===== config.mk =====
export PLATFORM = sky130hd
export DESIGN_NAME = sec_system_exception_control
export DESIGN_NICKNAME = d
export VERILOG_FILES = /design/src/core/sec_pkg.sv /design/src/core/sec_system_exception_control.sv
export SDC_FILE = /design/constraint.sdc
export NUM_CORES = 1
export LEC_CHECK = 0
export ABC_AREA = 1
export BUFFER_PORTS_ARGS = -buffer_cell sky130_fd_sc_hd__buf_2
export CAP_MARGIN = 10
export CELL_PAD_IN_SITES_DETAIL_PLACEMENT = 1
export CELL_PAD_IN_SITES_GLOBAL_PLACEMENT = 2
export CORE_ASPECT_RATIO = 1.4
export CORE_MARGIN = 2
export CORE_UTILIZATION = 23
export CTS_BUF_LIST = sky130_fd_sc_hd__clkbuf_4
export DETAILED_ROUTE_END_ITERATION = 8
export PLACE_DENSITY = 0.83
export SYNTH_ARGS = -nofsm -noshare
export SYNTH_HDL_FRONTEND = slang
export SYNTH_SLANG_ARGS = --single-unit

===== constraint.sdc =====
create_clock -name CLK_SYS_I -period 1.7 [get_ports CLK_SYS_I]
set_input_delay 0.17 -clock CLK_SYS_I [delete_from_list [all_inputs] [get_ports CLK_SYS_I]]
set_output_delay 0.17 -clock CLK_SYS_I [all_outputs]
set_load 0.03 [all_outputs]

===== src/core/sec_pkg.sv =====
// package: register map, field layout and constants of the exception control
package sec_pkg;
    // ****************************************
    // register map
    // ****************************************
    localparam logic [31:0] SEC_ADDR_RST_CTRL = 32'he000ed0c;
    localparam logic [31:0] SEC_ADDR_PRI_FAULT = 32'he000ed18;
    localparam logic [31:0] SEC_ADDR_PRI_SVC = 32'he000ed1c;
    localparam logic [31:0] SEC_ADDR_PRI_TICK = 32'he000ed20;
    localparam logic [31:0] SEC_ADDR_HND_CTRL = 32'he000ed24;
    localparam logic [31:0] SEC_ADDR_IRQ_STAT = 32'he000ed80;
    localparam logic [31:0] SEC_ADDR_IRQ_EN = 32'he000ed84;
    localparam logic [31:0] SEC_ADDR_IRQ_CLR = 32'he000ed88;
    // ****************************************
    // reset control fields
    // ****************************************
    localparam logic [15:0] SEC_KEY_WRITE = 16'h05fa;
    localparam logic [15:0] SEC_KEY_READ = 16'hfa05;
    localparam int SEC_BIT_LOCAL_RST = 0;
    localparam int SEC_BIT_CLR_ACT = 1;
    localparam int SEC_BIT_CHIP_RST = 2;
    localparam int SEC_BIT_ORDER = 15;
    localparam logic SEC_ORDER_LITTLE = 1'b0;
    // ****************************************
    // priority fields: three bits at the top of each handler's byte
    // ****************************************
    localparam int SEC_PRI_BITS = 3;
    localparam logic [31:0] SEC_PRI_MASK_FAULT = 32'he0e0e0e0;
    localparam logic [31:0] SEC_PRI_MASK_SVC = 32'he0000000;
    localparam logic [31:0] SEC_PRI_MASK_TICK = 32'he0e000e0;
    localparam logic [31:0] SEC_PRI_RESET = 32'h00000000;
    // ****************************************
    // handler control and state fields
    // ****************************************
    localparam logic [31:0] SEC_HND_MASK = 32'h0007fd8b;
    localparam logic [31:0] SEC_HND_ACT_MASK = 32'h00000d8b;
    localparam logic [31:0] SEC_HND_PEND_MASK = 32'h0000f000;
    localparam logic [31:0] SEC_HND_RESET = 32'h00000000;
    localparam int SEC_EV_W = 3;
    localparam int SEC_EV_CHIP = 0;
    localparam int SEC_EV_LOCAL = 1;
    localparam int SEC_EV_CLR = 2;

    typedef struct packed {
        logic [31:0] addr;
        logic [31:0] wdata;
        logic wr;
        logic rd;
    } sec_bus_req_t;

    typedef struct packed {
        logic [3:0] pend_set;
        logic [6:0] act_set;
        logic [6:0] act_clr;
    } sec_core_ev_t;
endpackage : sec_pkg


===== src/core/sec_system_exception_control.sv =====
// system exception control registers: reset control, priorities, handler state
`timescale 1ns/100ps

// How it works
// - bit 2 write raises chip reset request
// - request held until warm reset clears it
// - bit 1 clears all active state, self-clears
// - bit 0 local reset, reads back zero
// - byte order flag reads little-endian
// - reset control bits 7..3 read zero
// - one byte per handler, three top bits
// - low five priority bits read zero
// - priority bytes mapped across three words
// - first word top field stored, unused
// - fault enable bits at 18..16
// - pending bits at 15..12, read-write
// - active bits at 11,10,8,7,3,1,0
// - handler control unused bits read zero
// - reset control write needs key
module sec_system_exception_control
    import sec_pkg::*;
(
    // clock and reset
    input wire logic CLK_SYS_I,
    input wire logic SRST_I,
    // register port
    input wire logic [31:0] ADDR_I,
    input wire logic [31:0] WDATA_I,
    input wire logic WR_I,
    input wire logic RD_I,
    output logic [31:0] RDATA_O,
    // core exception events
    input wire logic [3:0] PEND_SET_I,
    input wire logic [6:0] ACT_SET_I,
    input wire logic [6:0] ACT_CLR_I,
    // reset and state outputs
    output logic CHIP_RESET_REQUEST_O,
    output logic LOCAL_SYSTEM_RESET_O,
    output logic CLEAR_ACTIVE_STATE_O,
    output logic [2:0] FAULT_ENABLE_O,
    output logic [3:0] PENDING_O,
    output logic [6:0] ACTIVE_O,
    output logic [31:0] PRI_FAULT_O,
    output logic [31:0] PRI_SVC_O,
    output logic [31:0] PRI_TICK_O,
    // interrupt
    output logic IRQ_O
);
    // ****************************************
    // bus decode
    // ****************************************
    sec_bus_req_t req;
    sec_core_ev_t ev;
    assign req = '{addr: ADDR_I, wdata: WDATA_I, wr: WR_I, rd: RD_I};
    assign ev = '{pend_set: PEND_SET_I, act_set: ACT_SET_I,
                  act_clr: ACT_CLR_I};

    logic wr_rst, wr_pf, wr_ps, wr_pt, wr_hnd, wr_ien, wr_iclr, key_ok;
    assign wr_rst = req.wr && (req.addr == SEC_ADDR_RST_CTRL);
    assign wr_pf = req.wr && (req.addr == SEC_ADDR_PRI_FAULT);
    assign wr_ps = req.wr && (req.addr == SEC_ADDR_PRI_SVC);
    assign wr_pt = req.wr && (req.addr == SEC_ADDR_PRI_TICK);
    assign wr_hnd = req.wr && (req.addr == SEC_ADDR_HND_CTRL);
    assign wr_ien = req.wr && (req.addr == SEC_ADDR_IRQ_EN);
    assign wr_iclr = req.wr && (req.addr == SEC_ADDR_IRQ_CLR);
    assign key_ok = (req.wdata[31:16] == SEC_KEY_WRITE);

    logic do_chip, do_local, do_clr;
    assign do_chip = wr_rst && key_ok && req.wdata[SEC_BIT_CHIP_RST];
    assign do_local = wr_rst && key_ok && req.wdata[SEC_BIT_LOCAL_RST];
    assign do_clr = wr_rst && key_ok && req.wdata[SEC_BIT_CLR_ACT];

    // ****************************************
    // reset control
    // ****************************************
    logic chip_req_r, local_rst_r, clr_act_r;

    // request stays until warm reset (SRST_I) clears it
    always_ff @(posedge CLK_SYS_I) begin
        if (SRST_I) begin
            chip_req_r <= 1'b0;
        end else if (do_chip) begin
            chip_req_r <= 1'b1;
        end
    end

    // one-cycle pulses, so both bits self-clear
    always_ff @(posedge CLK_SYS_I) begin
        if (SRST_I) begin
            local_rst_r <= 1'b0;
            clr_act_r <= 1'b0;
        end else begin
            local_rst_r <= do_local;
            clr_act_r <= do_clr;
        end
    end

    // ****************************************
    // priority words
    // ****************************************
    logic [31:0] pri_fault_r, pri_svc_r, pri_tick_r;

    always_ff @(posedge CLK_SYS_I) begin
        if (SRST_I) begin
            pri_fault_r <= SEC_PRI_RESET;
            pri_svc_r <= SEC_PRI_RESET;
            pri_tick_r <= SEC_PRI_RESET;
        end else begin
            // top field of first word kept though unassigned
            if (wr_pf) begin
                pri_fault_r <= req.wdata & SEC_PRI_MASK_FAULT;
            end
            if (wr_ps) begin
                pri_svc_r <= req.wdata & SEC_PRI_MASK_SVC;
            end
            if (wr_pt) begin
                pri_tick_r <= req.wdata & SEC_PRI_MASK_TICK;
            end
        end
    end

    // ****************************************
    // handler control and state
    // ****************************************
    logic [31:0] hnd_r, hnd_nxt;
    logic [31:0] pend_set_w, act_set_w, act_clr_w;

    // event vectors placed at the register's bit positions
    assign pend_set_w = {16'h0000, ev.pend_set, 12'h000};
    assign act_set_w = {20'h00000, ev.act_set[6:5], 1'b0, ev.act_set[4:3],
                        3'h0, ev.act_set[2], 1'b0, ev.act_set[1:0]};
    assign act_clr_w = {20'h00000, ev.act_clr[6:5], 1'b0, ev.act_clr[4:3],
                        3'h0, ev.act_clr[2], 1'b0, ev.act_clr[1:0]};

    always_comb begin
        hnd_nxt = hnd_r;
        if (wr_hnd) begin
            hnd_nxt = req.wdata & SEC_HND_MASK;
        end
        if (clr_act_r) begin
            hnd_nxt = hnd_nxt & ~SEC_HND_ACT_MASK;
        end
        hnd_nxt = hnd_nxt & ~act_clr_w;
        // hardware set wins over a clear in the same cycle
        hnd_nxt = hnd_nxt | pend_set_w | act_set_w;
        hnd_nxt = hnd_nxt & SEC_HND_MASK;
    end

    always_ff @(posedge CLK_SYS_I) begin
        if (SRST_I) begin
            hnd_r <= SEC_HND_RESET;
        end else begin
            hnd_r <= hnd_nxt;
        end
    end

    // ****************************************
    // interrupt status
    // ****************************************
    logic [SEC_EV_W-1:0] ist_r, ien_r, ev_w;
    assign ev_w = {do_clr, do_local, do_chip};

    always_ff @(posedge CLK_SYS_I) begin
        if (SRST_I) begin
            ist_r <= '0;
        end else begin
            ist_r <= (ist_r & ~(wr_iclr ? req.wdata[SEC_EV_W-1:0] : '0))
                     | ev_w;
        end
    end

    always_ff @(posedge CLK_SYS_I) begin
        if (SRST_I) begin
            ien_r <= '0;
        end else if (wr_ien) begin
            ien_r <= req.wdata[SEC_EV_W-1:0];
        end
    end

    // ****************************************
    // read path
    // ****************************************
    always_ff @(posedge CLK_SYS_I) begin
        if (SRST_I) begin
            RDATA_O <= '0;
        end else if (req.rd) begin
            unique case (req.addr)
                SEC_ADDR_RST_CTRL: begin
                    // low bits and 7..3 read zero
                    RDATA_O <= {SEC_KEY_READ, SEC_ORDER_LITTLE, 12'h000,
                                chip_req_r, 2'b00};
                end
                SEC_ADDR_PRI_FAULT: RDATA_O <= pri_fault_r;
                SEC_ADDR_PRI_SVC: RDATA_O <= pri_svc_r;
                SEC_ADDR_PRI_TICK: RDATA_O <= pri_tick_r;
                SEC_ADDR_HND_CTRL: RDATA_O <= hnd_r;
                SEC_ADDR_IRQ_STAT: RDATA_O <= {29'h0, ist_r};
                SEC_ADDR_IRQ_EN: RDATA_O <= {29'h0, ien_r};
                default: RDATA_O <= '0;
            endcase
        end
    end

    // ****************************************
    // outputs
    // ****************************************
    assign CHIP_RESET_REQUEST_O = chip_req_r;
    assign LOCAL_SYSTEM_RESET_O = local_rst_r;
    assign CLEAR_ACTIVE_STATE_O = clr_act_r;
    assign FAULT_ENABLE_O = hnd_r[18:16];
    assign PENDING_O = hnd_r[15:12];
    assign ACTIVE_O = {hnd_r[11:10], hnd_r[8:7], hnd_r[3], hnd_r[1:0]};
    assign PRI_FAULT_O = pri_fault_r;
    assign PRI_SVC_O = pri_svc_r;
    assign PRI_TICK_O = pri_tick_r;
    assign IRQ_O = |(ist_r & ien_r);

    // ****************************************
    // checks
    // ****************************************
    chk_chip_req_set: assert property (
        @(posedge CLK_SYS_I) disable iff (SRST_I)
        do_chip |=> CHIP_RESET_REQUEST_O [*2])
        else $error("chip reset request not raised");

    chk_chip_req_hold: assert property (
        @(posedge CLK_SYS_I) disable iff (SRST_I)
        CHIP_RESET_REQUEST_O |=> CHIP_RESET_REQUEST_O)
        else $error("chip reset request dropped without reset");

    chk_clr_pulse: assert property (
        @(posedge CLK_SYS_I) disable iff (SRST_I)
        do_clr |=> CLEAR_ACTIVE_STATE_O)
        else $error("clear active pulse missing");

    chk_clr_idle: assert property (
        @(posedge CLK_SYS_I) disable iff (SRST_I)
        !do_clr |=> !CLEAR_ACTIVE_STATE_O)
        else $error("clear active pulse without write");

    chk_clr_act: assert property (
        @(posedge CLK_SYS_I) disable iff (SRST_I)
        (clr_act_r && ev.act_set == '0) |=> ACTIVE_O == '0)
        else $error("active state not cleared");

    chk_local_once: assert property (
        @(posedge CLK_SYS_I) disable iff (SRST_I)
        (do_local ##1 !do_local) |=> !LOCAL_SYSTEM_RESET_O)
        else $error("local reset bit did not self-clear");

    chk_local_pulse: assert property (
        @(posedge CLK_SYS_I) disable iff (SRST_I)
        do_local |=> LOCAL_SYSTEM_RESET_O)
        else $error("local reset pulse missing");

    chk_local_idle: assert property (
        @(posedge CLK_SYS_I) disable iff (SRST_I)
        !do_local |=> !LOCAL_SYSTEM_RESET_O)
        else $error("local reset pulse without write");

    chk_key_guard: assert property (
        @(posedge CLK_SYS_I) disable iff (SRST_I)
        (wr_rst && !key_ok && !chip_req_r) |=> !CHIP_RESET_REQUEST_O)
        else $error("reset control written without key");

    chk_key_local: assert property (
        @(posedge CLK_SYS_I) disable iff (SRST_I)
        (wr_rst && !key_ok) |=> !LOCAL_SYSTEM_RESET_O)
        else $error("local reset taken without key");

    chk_key_clr: assert property (
        @(posedge CLK_SYS_I) disable iff (SRST_I)
        (wr_rst && !key_ok) |=> !CLEAR_ACTIVE_STATE_O)
        else $error("clear active taken without key");

    chk_pri_zero: assert property (
        @(posedge CLK_SYS_I) disable iff (SRST_I)
        ((pri_fault_r & ~SEC_PRI_MASK_FAULT) == '0)
        && ((pri_tick_r & ~SEC_PRI_MASK_TICK) == '0))
        else $error("unused priority bits set");

    chk_svc_zero: assert property (
        @(posedge CLK_SYS_I) disable iff (SRST_I)
        (PRI_SVC_O & ~SEC_PRI_MASK_SVC) == '0)
        else $error("unused call priority bits set");

    chk_pri_fault_wr: assert property (
        @(posedge CLK_SYS_I) disable iff (SRST_I)
        wr_pf |=> PRI_FAULT_O == ($past(req.wdata) & SEC_PRI_MASK_FAULT))
        else $error("fault priority word not written");

    chk_pri_svc_wr: assert property (
        @(posedge CLK_SYS_I) disable iff (SRST_I)
        wr_ps |=> PRI_SVC_O == ($past(req.wdata) & SEC_PRI_MASK_SVC))
        else $error("call priority word not written");

    chk_pri_tick_wr: assert property (
        @(posedge CLK_SYS_I) disable iff (SRST_I)
        wr_pt |=> PRI_TICK_O == ($past(req.wdata) & SEC_PRI_MASK_TICK))
        else $error("tick priority word not written");

    chk_pri_fault_hold: assert property (
        @(posedge CLK_SYS_I) disable iff (SRST_I)
        !wr_pf |=> $stable(PRI_FAULT_O))
        else $error("fault priority word changed unwritten");

    chk_pri_svc_hold: assert property (
        @(posedge CLK_SYS_I) disable iff (SRST_I)
        !wr_ps |=> $stable(PRI_SVC_O))
        else $error("call priority word changed unwritten");

    chk_pri_tick_hold: assert property (
        @(posedge CLK_SYS_I) disable iff (SRST_I)
        !wr_pt |=> $stable(PRI_TICK_O))
        else $error("tick priority word changed unwritten");

    chk_hnd_zero: assert property (
        @(posedge CLK_SYS_I) disable iff (SRST_I)
        (hnd_r & ~SEC_HND_MASK) == '0)
        else $error("reserved handler bits set");

    chk_pend_set: assert property (
        @(posedge CLK_SYS_I) disable iff (SRST_I)
        (ev.pend_set != '0) |=> (PENDING_O & $past(ev.pend_set))
        == $past(ev.pend_set))
        else $error("pending event lost");

    chk_pend_wr: assert property (
        @(posedge CLK_SYS_I) disable iff (SRST_I)
        (wr_hnd && ev.pend_set == '0)
        |=> PENDING_O == $past(req.wdata[15:12]))
        else $error("pending bits not written");

    chk_pend_hold: assert property (
        @(posedge CLK_SYS_I) disable iff (SRST_I)
        (!wr_hnd && ev.pend_set == '0) |=> $stable(PENDING_O))
        else $error("pending bits changed without cause");

    chk_act_set: assert property (
        @(posedge CLK_SYS_I) disable iff (SRST_I)
        (ev.act_set != '0) |=> (ACTIVE_O & $past(ev.act_set))
        == $past(ev.act_set))
        else $error("active event lost");

    chk_act_clr: assert property (
        @(posedge CLK_SYS_I) disable iff (SRST_I)
        (ev.act_clr != '0 && ev.act_set == '0 && !wr_hnd)
        |=> (ACTIVE_O & $past(ev.act_clr)) == '0)
        else $error("active clear lost");

    chk_enable_wr: assert property (
        @(posedge CLK_SYS_I) disable iff (SRST_I)
        wr_hnd |=> FAULT_ENABLE_O == $past(req.wdata[18:16]))
        else $error("fault enable not written");

    chk_enable_hold: assert property (
        @(posedge CLK_SYS_I) disable iff (SRST_I)
        !wr_hnd |=> $stable(FAULT_ENABLE_O))
        else $error("fault enable changed unwritten");

    chk_rd_order: assert property (
        @(posedge CLK_SYS_I) disable iff (SRST_I)
        (req.rd && req.addr == SEC_ADDR_RST_CTRL)
        |=> RDATA_O[SEC_BIT_ORDER] == SEC_ORDER_LITTLE)
        else $error("byte order flag not little-endian");

    chk_rd_rsvd: assert property (
        @(posedge CLK_SYS_I) disable iff (SRST_I)
        (req.rd && req.addr == SEC_ADDR_RST_CTRL) |=> RDATA_O[7:3] == '0)
        else $error("reset control reserved bits not zero");

    chk_rd_low: assert property (
        @(posedge CLK_SYS_I) disable iff (SRST_I)
        (req.rd && req.addr == SEC_ADDR_RST_CTRL) |=> RDATA_O[1:0] == '0)
        else $error("self-clearing bits read as set");

    chk_rd_hnd: assert property (
        @(posedge CLK_SYS_I) disable iff (SRST_I)
        (req.rd && req.addr == SEC_ADDR_HND_CTRL)
        |=> (RDATA_O & ~SEC_HND_MASK) == '0)
        else $error("handler reserved bits read as set");

    chk_rd_pri: assert property (
        @(posedge CLK_SYS_I) disable iff (SRST_I)
        (req.rd && req.addr == SEC_ADDR_PRI_TICK)
        |=> (RDATA_O & ~SEC_PRI_MASK_TICK) == '0)
        else $error("priority low bits read as set");

    chk_stat_chip: assert property (
        @(posedge CLK_SYS_I) disable iff (SRST_I)
        do_chip |=> ist_r[SEC_EV_CHIP])
        else $error("chip request status not set");
endmodule : sec_system_exception_control


==> results.cfg, run 1 <==
[critical_path]
reg2reg_slack_ps = 190
cp_slowest_cell = dlygate4sd3_1
startpoint_type = primary input
r2r_cells = 4
cp_num_buf_inv = 4
path_depth = 13
crit_path_frequent_cell = nand2_1
max_stage_delay_ps = 560
r2r-start = CLEAR_ACTIVE_STATE_O
cp_cell_sequence = buf_2 -> inv_1 -> nand2_1 -> nor2_1 -> nand2_2 -> nor2_8 -> nand2_8 -> inv_2 -> nand2_4 -> nand2_1 -> nand3_1 -> a21oi_1 -> dlygate4sd3_1
arrival_ps = 1870
r2r-end = hnd_r[8]
endpoint = hnd_r[8]
crit_path_start = ADDR_I[16]
worst_setup_path_end_kind = flip-flop
required_ps = 2060
cp_top_family = simple AND/OR/NAND/NOR gates
crit_path_max_fanout = 9
crit_type = in -> reg

[synth]
ys_types = 27
syn-cell-area_um2 = 4038
synthTopCellsByArea = dfxtp_1 35%, buf_4 15%, nand2_1 13%
synth_top_family_by_area = simple AND/OR/NAND/NOR gates
yosysWarnings = 0
synth_edf_count = 0
yosysTopAreaCellShare_pct = 35.20
synthXorXnorAreaFrac_pct = 0
ys_top_cells_by_count = 138 x nand2_1, 82 x buf_4, 71 x dfxtp_1
synth-seq-area-share_pct = 35.20
synth_most_common_cell = nand2_1
synth_compound_area_share_pct = 13.39
ys_seq_elements = 71
syn-instance-count = 582
async_flop_share_pct = 0
synth_flop_cell = dfxtp_1
yosys.area_share.simple_pct = 27.39
syn_avg_cell_area_um2 = 6.937
synth.area.mux_share_pct = 0
synth-adder-area-share_pct = 0
yosys.area.top_type = dfxtp_1

[cts]
cts_buffer_depth = 2
cts_inserted_buffers = 9
cts-root-buf = clkbuf_4
clock_latency_ps = 430
h-tree-depth = 3
cts.clk_slew.worst_paths_ps = 110
clkSinkCount = 71
cts_tree = built

[finish]
drive_gt1_share_pct = 27.40
final_area_um2 = 5201
finalNetCount = 851
seqCellArea_um2 = 1421
multi_input_area_um2 = 1951
fin_util_pct = 30.14
area_growth_pct = 28.82
fin_cells = 1007
fillCellCount = 2323

[detailed_routing]
num_vias = 4045
drt_first_pass_iters = 4
wire_per_inst_um = 13.24
drt-total-wl_mm = 13.33
avgViaCountPerCell = 4.017
drcViolationCount = 0
ant_nets = 0
first_iter_violations = 132

[timing]
max_freq_ghz = 0.6592
rsz0062_at_grt = false
worst_pin_slew_ps = 576.0
finalHoldViolCount = 0
hold_slack_ps = 25.26
fin_crit_sh_pct = 89.23
min_period_ps = 1517
maxSlewHeadroom_pct = 61.36
setup-tns-final_ps = 0
finalMaxSlewViolations = 0
worst_slack_ps = 183.1
finalClockSkew_ps = 22.57
setup_viol = 0

[placement]
dpl_worst_slack_ps = 63.39
gp_congestion = 0.7689
placed_cell_area_um2 = 4783
dp.cells = 959
io_buffers = 151
hpwl_mm = 10.20

[power]
ir_worst_vdd_v = 0.0002083
power.density_nw_per_um2 = 630.6
p_total_mw = 3.280
p_leak_nw = 2.820

[grt]
grt_pass1_wl_mm = 20.86
grt_remaining_overflow = 0
grt_pass1_vias = 4120
gr-usage-all-layers_pct = 14.48
antenna_found_initial = 1
grt_max_degree = 46

[die]
initial_utilization_pct = 23.39
pin_count = 232
die_y_um = 160.8
die_area_um2 = 18650
rows = 57
coreArea_um2 = 17260
fp.dieW_um = 116.0

[min_path]
min_path_type = in -> reg
worstHoldStart = ACT_CLR_I[0]

[job]
drv_cap = 0

[status]
status = finished clean
-- placed cells by master, fill, tap and decap left out, drive strengths merged --
cell	Yosys	layout
a21oi	62	62
and3	1	1
buf	88	167
clkbuf	10	9
clkinv	2	7
clkinvlp	0	1
conb	1	78
dfxtp	71	71
diode	0	1
dlygate4sd3	0	26
inv	65	66
nand2	147	147
nand3	33	33
nor2	51	51
nor3	4	4
nor3b	2	2
nor4	1	1
o21ai	42	42
o22ai	2	2
-- cells by family (layout without fill, tap and decap cells) --
kind of cell           Yosys count  after routing
AOI/OAI and AO/OA              106            106
and+or+nand+nor                239            239
DFF                             71             71
other                            1             79
buffers and inverters          165            276
-- report_power, final --
group | switching (mW) | internal, mW
Combinational | 0.455 | 0.175
Sequential | 0.0190 | 1.69
Clock | 0.652 | 0.289
-- repair_timing --
| item | 4_1_cts | 5_1_grt |
|---|---|---|
| gates resized for setup | 0 | 2 |
| endpoints found under the hold margin | 25 | 0 |
| hold buffers | 26 | 0 |
| buffers inserted | 0 | 5 |
| setup endpoints to repair | 0 | 8 |
-- how the worst min path moves through the flow --
stage	endpoint	cells past startpoint
4_1_cts	PRI_FAULT_O[21]	3
3_3_place_gp	hnd_r[1]	3
6_report	hnd_r[0]	4
3_5_place_dp	hnd_r[8]	3
2_1_floorplan	hnd_r[0]	2
5_1_grt	hnd_r[0]	4
-- flip-flops by register name (all words and copies together), names as in the netlist --
register              cells
ien_r                     3
ist_r                     3
PRI_FAULT_O              12
PRI_TICK_O                9
CHIP_RESET_REQUEST_O      1
hnd_r                    14
PRI_SVC_O                 3
CLEAR_ACTIVE_STATE_O      1
LOCAL_SYSTEM_RESET_O      1
RDATA_O                  24
-- layer usage --
layer / up-vias / part of all wire [%] / track usage, % / wire length [um]
met3: 17 / 5.2 / 2.226 / 689
met4: 0 / 1.9 / 5.087 / 248
li1: 2027 / - / - / -
met5: - / 0 / 0 / 0
met1: 1857 / 40 / 16.21 / 5365
met2: 144 / 53 / 27.11 / 7026
-- worst min-delay path, delay by kind of cell --
kind / cells / cell delay [ps]
and+or+nand+nor: 2 / 100
AOI/OAI and AO/OA: 1 / 50
buffers and inverters: 1 / 80
-- cell type report --
class,count,area share (%)
sequential,71,27.33
antenna,1,0.04811
multi-input combinational,423,37.50
tap,236,5.677
clock inverter,7,0.7457
timing repair buffer,193,22.56
clock buffer,9,1.299
inverter,67,4.835
Note: power is estimated with default switching activity, not from simulation.
==> inputs of run 2 (changes only) <==
--- a/config.mk
+++ b/config.mk
@@ -5,17 +5,17 @@
 export SDC_FILE = /design/constraint.sdc
 export NUM_CORES = 1
 export LEC_CHECK = 0
-export ABC_AREA = 1
+export ABC_AREA = 0
 export BUFFER_PORTS_ARGS = -buffer_cell sky130_fd_sc_hd__buf_2
 export CAP_MARGIN = 10
 export CELL_PAD_IN_SITES_DETAIL_PLACEMENT = 1
 export CELL_PAD_IN_SITES_GLOBAL_PLACEMENT = 2
 export CORE_ASPECT_RATIO = 1.4
 export CORE_MARGIN = 2
-export CORE_UTILIZATION = 23
+export CORE_UTILIZATION = 24
 export CTS_BUF_LIST = sky130_fd_sc_hd__clkbuf_4
 export DETAILED_ROUTE_END_ITERATION = 8
-export PLACE_DENSITY = 0.83
+export PLACE_DENSITY = 0.81
 export SYNTH_ARGS = -nofsm -noshare
 export SYNTH_HDL_FRONTEND = slang
 export SYNTH_SLANG_ARGS = --single-unit
==> results.cfg, run 2 <==
[synth]
yosysWarnings = 0
syn-cell-area_um2 = 3817
ys_seq_elements = 71
syn_avg_cell_area_um2 = 9.003
yosysTopAreaCellShare_pct = 37.23
synth_edf_count = 0
synth_most_common_cell = buf_4
syn-instance-count = 424
async_flop_share_pct = 0
synth_flop_cell = dfxtp_1
ys_types = 51
synth-seq-area-share_pct = 37.23
yosys.area.top_type = dfxtp_1
ys_top_cells_by_count = 80 x buf_4, 71 x dfxtp_1, 42 x nand2_1
synthTopCellsByArea = dfxtp_1 37%, buf_4 16%, mux2i_1 7.6%

[critical_path]
arrival_ps = 1970
crit_path_max_fanout = 9
crit_type = in -> reg
startpoint_type = primary input
worst_setup_path_end_kind = flip-flop
required_ps = 1990

[finish]
regMostFlops = RDATA_O
area_growth_pct = 35.96
largest_reg_flops = 24
final_area_um2 = 5190
final_common_cell = buf_2
diodes = 0
drive_gt1_share_pct = 36.69
fillCellCount = 1909
seqCellArea_um2 = 1421
finalNetCount = 718
multi_input_area_um2 = 2027
final_cell_mix = 151 x buf_2, 78 x conb_1, 71 x dfxtp_1

[timing]
rsz0062_at_grt = false
max_freq_ghz = 0.5976
finalHoldViolCount = 0
finalMaxSlewViolations = 0
fin_crit_sh_pct = 98.43
min_period_ps = 1673
finalClockSkew_ps = 7.558
setup_viol = 0

[die]
die_y_um = 153.2
initial_utilization_pct = 24.46
fp.dieW_um = 110.6
rows = 54
pin_count = 232
die_area_um2 = 16950
coreArea_um2 = 15610

[cts]
cts_buffer_depth = 2
cts_inserted_buffers = 9
cts.clk_slew.worst_paths_ps = 110
cts_tree = built
clkSinkCount = 71
h-tree-depth = 3
clock_latency_ps = 400
cts-root-buf = clkbuf_4

[power]
combPwrFrac_pct = 18.3
p_sw_share_pct = 30.09
ir_worst_vdd_v = 0.0002845
pwr-share-seq_pct = 50.6
p_int_mw = 2.348
p_switching_mw = 1.011
p_leak_nw = 2.630
p_total_mw = 3.359
power.density_nw_per_um2 = 647.2
p_clk_share_pct = 31.1

[detailed_routing]
drt_first_pass_iters = 4
first_iter_violations = 122
drt-total-wl_mm = 13.32
wire_per_inst_um = 16.03
drcViolationCount = 0
avgViaCountPerCell = 4.462
ant_nets = 0
num_vias = 3708

[grt]
antenna_found_initial = 0
grt_pass1_wl_mm = 20.51
grt_remaining_overflow = 0
gr-usage-all-layers_pct = 15.22
grt_max_degree = 42
grt_pass1_vias = 3908

[min_path]
min_path_type = in -> reg

[placement]
gp_congestion = 0.7789
io_buffers = 151
placed_cell_area_um2 = 4841
hpwl_mm = 10.47

[status]
status = finished clean

[job]
drv_cap = 0
## run 2: power by group through the flow
| stage | clock network [mW] | registers [mW] | logic (mW) |
|---|---|---|---|
| 6_report | 1.05 | 1.70 | 0.614 |
| 5_1_grt | 1.17 | 1.70 | 0.653 |
| 4_1_cts | 1.09 | 1.70 | 0.607 |
| 3_5_place_dp | 0 | 1.74 | 0.570 |
| 3_3_place_gp | 0 | 1.74 | 0.559 |
| 2_1_floorplan | 0 | 1.77 | 0.459 |
## run 2: repair_timing
action,4_1_cts,5_1_grt
setup buffers,0,0
hold buffers,20,1
endpoints found under the hold margin,13,1
endpoints found under the setup margin,0,3
gates resized for setup,0,1
## run 2: worst paths after layout
path	slack (ps)	endpoint	from	depth (start not counted)
setup reg to reg	740	hnd_r[11]	CLEAR_ACTIVE_STATE_O	1
hold reg to reg	450	RDATA_O[21]	RDATA_O[21]	2
hold / removal	30	hnd_r[16]	WDATA_I[16]	3
setup / recovery	30	hnd_r[11]	ADDR_I[18]	8
## run 2: area by class of cell
class                   instances  share of cell area [%]
clock buffers                  12                   1.736
clock inverters                 2                  0.6509
inverters                       7                  0.5063
multi-input cells             327                   39.05
flip-flops and latches         71                   27.39
well taps                     196                   4.725
repair buffers                216                   25.94
## run 2: metrics by stage
stage	std cells	utilization, %	setup slack, ps	TNS (ps)	hold slack, ps
after floorplan	501	-	-204.5	-2650	273.1
after global placement	795	31.02	-347.7	-19280	365.5
after detailed placement	795	31.02	-430.6	-21350	363.3
after CTS	829	33.09	16.66	0	0.8250
after global routing	831	33.25	1.663	0	2.821
final	831	33.25	26.68	0	26.29
## run 2: worst max-delay path, stage by stage
cell     delay [ps]
buf_2           100
or4_4           550
nor4_4          280
buf_4           170
nand3_2         120
buf_12          190
mux2i_1         110
o41ai_1         270
## run 2: kinds of logic (layout without fill, tap and decap cells)
group                  count (synthesis)  after routing  share of synthesized area [%]
flip-flops                            71             71                          37.23
multiplexers                          29             29                          7.604
buffers and inverters                104            237                          18.39
AO/OA/AOI/OAI                         80             80                          13.57
other                                  1             78                        0.09823
AND/OR/NAND/NOR                      138            139                          22.88
XOR/XNOR                               1              1                         0.2295
## run 2: layer usage
| metal | vias to the layer above | wire length, um | track usage (%) |
|---|---|---|---|
| met5 | - | 0 | 0 |
| met4 | 0 | 188 | 4.583 |
| met3 | 15 | 795 | 3.925 |
| met2 | 149 | 7341 | 29.54 |
| met1 | 1788 | 4991 | 15.84 |
| li1 | 1756 | - | - |
==> inputs of run 3 (changes only) <==
--- a/config.mk
+++ b/config.mk
@@ -5,17 +5,17 @@
 export SDC_FILE = /design/constraint.sdc
 export NUM_CORES = 1
 export LEC_CHECK = 0
-export ABC_AREA = 0
+export ABC_AREA = 1
 export BUFFER_PORTS_ARGS = -buffer_cell sky130_fd_sc_hd__buf_2
 export CAP_MARGIN = 10
 export CELL_PAD_IN_SITES_DETAIL_PLACEMENT = 1
 export CELL_PAD_IN_SITES_GLOBAL_PLACEMENT = 2
 export CORE_ASPECT_RATIO = 1.4
-export CORE_MARGIN = 2
-export CORE_UTILIZATION = 24
+export CORE_MARGIN = 3
+export CORE_UTILIZATION = 23
 export CTS_BUF_LIST = sky130_fd_sc_hd__clkbuf_4
 export DETAILED_ROUTE_END_ITERATION = 8
-export PLACE_DENSITY = 0.81
+export PLACE_DENSITY = 0.83
 export SYNTH_ARGS = -nofsm -noshare
 export SYNTH_HDL_FRONTEND = slang
 export SYNTH_SLANG_ARGS = --single-unit
==> results.cfg, run 3 (synthesis gave the netlist of run 1 again) <==
[timing]
finalHoldViolCount = 0
finalClockSkew_ps = 12.48
rsz0062_at_grt = false
setup-tns-final_ps = 0
max_freq_ghz = 0.6400
setup_viol = 0
finalMaxSlewViolations = 0
worst_slack_ps = 137.6
fin_crit_sh_pct = 91.91
min_period_ps = 1562

[finish]
final_cell_mix = 151 x buf_2, 136 x nand2_1, 78 x conb_1
drive_gt1_share_pct = 28.43
final_common_cell = buf_2
regMostFlops = RDATA_O
area_growth_pct = 31.64
largest_reg_flops = 24
finalNetCount = 862

[power]
p_int_mw = 2.178
p_sw_share_pct = 34.89
combPwrFrac_pct = 19.5
pwr-share-seq_pct = 51.1
p_switching_mw = 1.167
ir_worst_vdd_v = 0.0002124
p_leak_nw = 2.868
power.density_nw_per_um2 = 629.3
p_clk_share_pct = 29.4

[grt]
use_met3_pct = 2.606
antenna_found_initial = 1
grt_pass1_wl_mm = 21.74
top_usage_layer = met2
use_met2_pct = 28.11
grt_remaining_overflow = 0
grt_use_met1_pct = 15.06
grt_max_degree = 27
gr-usage-all-layers_pct = 14.25
grt_pass1_vias = 4280

[detailed_routing]
first_iter_violations = 134
drt-total-wl_mm = 13.92
avgViaCountPerCell = 3.978
drt_first_pass_iters = 4
drcViolationCount = 0
wire_per_inst_um = 13.73
ant_nets = 0
num_vias = 4034

[die]
fp.dieW_um = 118.0
initial_utilization_pct = 23.81
rows = 56
die_y_um = 162.8
die_area_um2 = 19200
coreArea_um2 = 16960
pin_count = 232

[placement]
hpwl_mm = 10.82
io_buffers = 151
gp_congestion = 0.7659
dpl_worst_slack_ps = 73.71

[critical_path]
cp_cell_sequence = buf_2 -> inv_1 -> nand2_1 -> nor2_1 -> nand2_2 -> inv_1 -> nand2_2 -> nor2_4 -> nand2_4 -> a21oi_2 -> nand2_1 -> dlygate4sd3_1 -> nand2_1 -> inv_1
max_stage_delay_ps = 560
crit_path_max_fanout = 4
required_ps = 2050
arrival_ps = 1910
cp_slowest_cell = dlygate4sd3_1
startpoint_type = primary input
worst_setup_path_end_kind = flip-flop
crit_type = in -> reg

[cts]
h-tree-depth = 3
clkSinkCount = 71
cts_inserted_buffers = 9
cts_buffer_depth = 2
cts_tree = built
cts.clk_slew.worst_paths_ps = 130
clock_latency_ps = 430
cts-root-buf = clkbuf_4

[job]
drv_cap = 0

[min_path]
min_path_type = in -> reg

[status]
status = finished clean
-- run 3: cell type report --
cell class	instances	area, um2
tap	232	290.3
sequential	71	1421
clock inverter	7	47.55
clock buffer	9	67.56
multi-input combinational	424	1978
timing repair buffer	203	1256
fill	2251	11640
antenna	1	2.502
inverter	67	251.5
-- run 3: stage by stage --
stage / power, mW / instance area (um2) / cells / hold slack (ps) / util, %
floorplan: 2.286 / 4327 / 659 / 304.0 / -
global placement: 2.323 / 4781 / 957 / 414.2 / 28.20
detailed placement: 2.327 / 4781 / 957 / 418.2 / 28.20
CTS: 3.397 / 5236 / 1007 / 3.557 / 30.88
global route: 3.535 / 5315 / 1014 / 16.11 / 31.35
finish: 3.345 / 5315 / 1014 / 42.71 / 31.35
-- run 3: power groups by stage --
| stage | combinational (mW) | sequential [mW] | clock, mW |
|---|---|---|---|
| floorplan | 0.493 | 1.79 | 0 |
| global route | 0.708 | 1.72 | 1.11 |
| detailed placement | 0.579 | 1.75 | 0 |
| CTS | 0.644 | 1.71 | 1.04 |
| global placement | 0.575 | 1.75 | 0 |
| finish | 0.651 | 1.71 | 0.984 |
-- run 3: path summary, 6_finish.rpt --
| kind | cells after the start | slack, ps | startpoint | end |
|---|---|---|---|---|
| worst min register to register | 2 | 470 | RDATA_O[21] | RDATA_O[21] |
| worst max-delay path | 14 | 140 | ADDR_I[24] | hnd_r[12] |
| worst max register to register | 4 | 240 | CLEAR_ACTIVE_STATE_O | hnd_r[11] |
| worst min-delay path | 3 | 40 | WDATA_I[31] | PRI_TICK_O[31] |
-- run 3: layer usage --
metal	wire length (um)	share of wire, %	vias to the layer above
met2	7652	55	152
met4	212	1.5	0
met5	0	0	-
met1	5307	38	1812
li1	-	-	2058
met3	752	5.4	12
-- run 3: worst max-delay path, delay by kind of cell --
kind	cells	cell delay [ps]
buf+inv	5	800
compound gates	1	120
simple gates	8	820
-- run 3: repair_timing --
| item | CTS | global route |
|---|---|---|
| gates resized for setup | 0 | 9 |
| endpoints found under the hold margin | 34 | 0 |
| setup buffers | 0 | 5 |
| hold buffers | 34 | 0 |
| setup endpoints to repair | 0 | 8 |
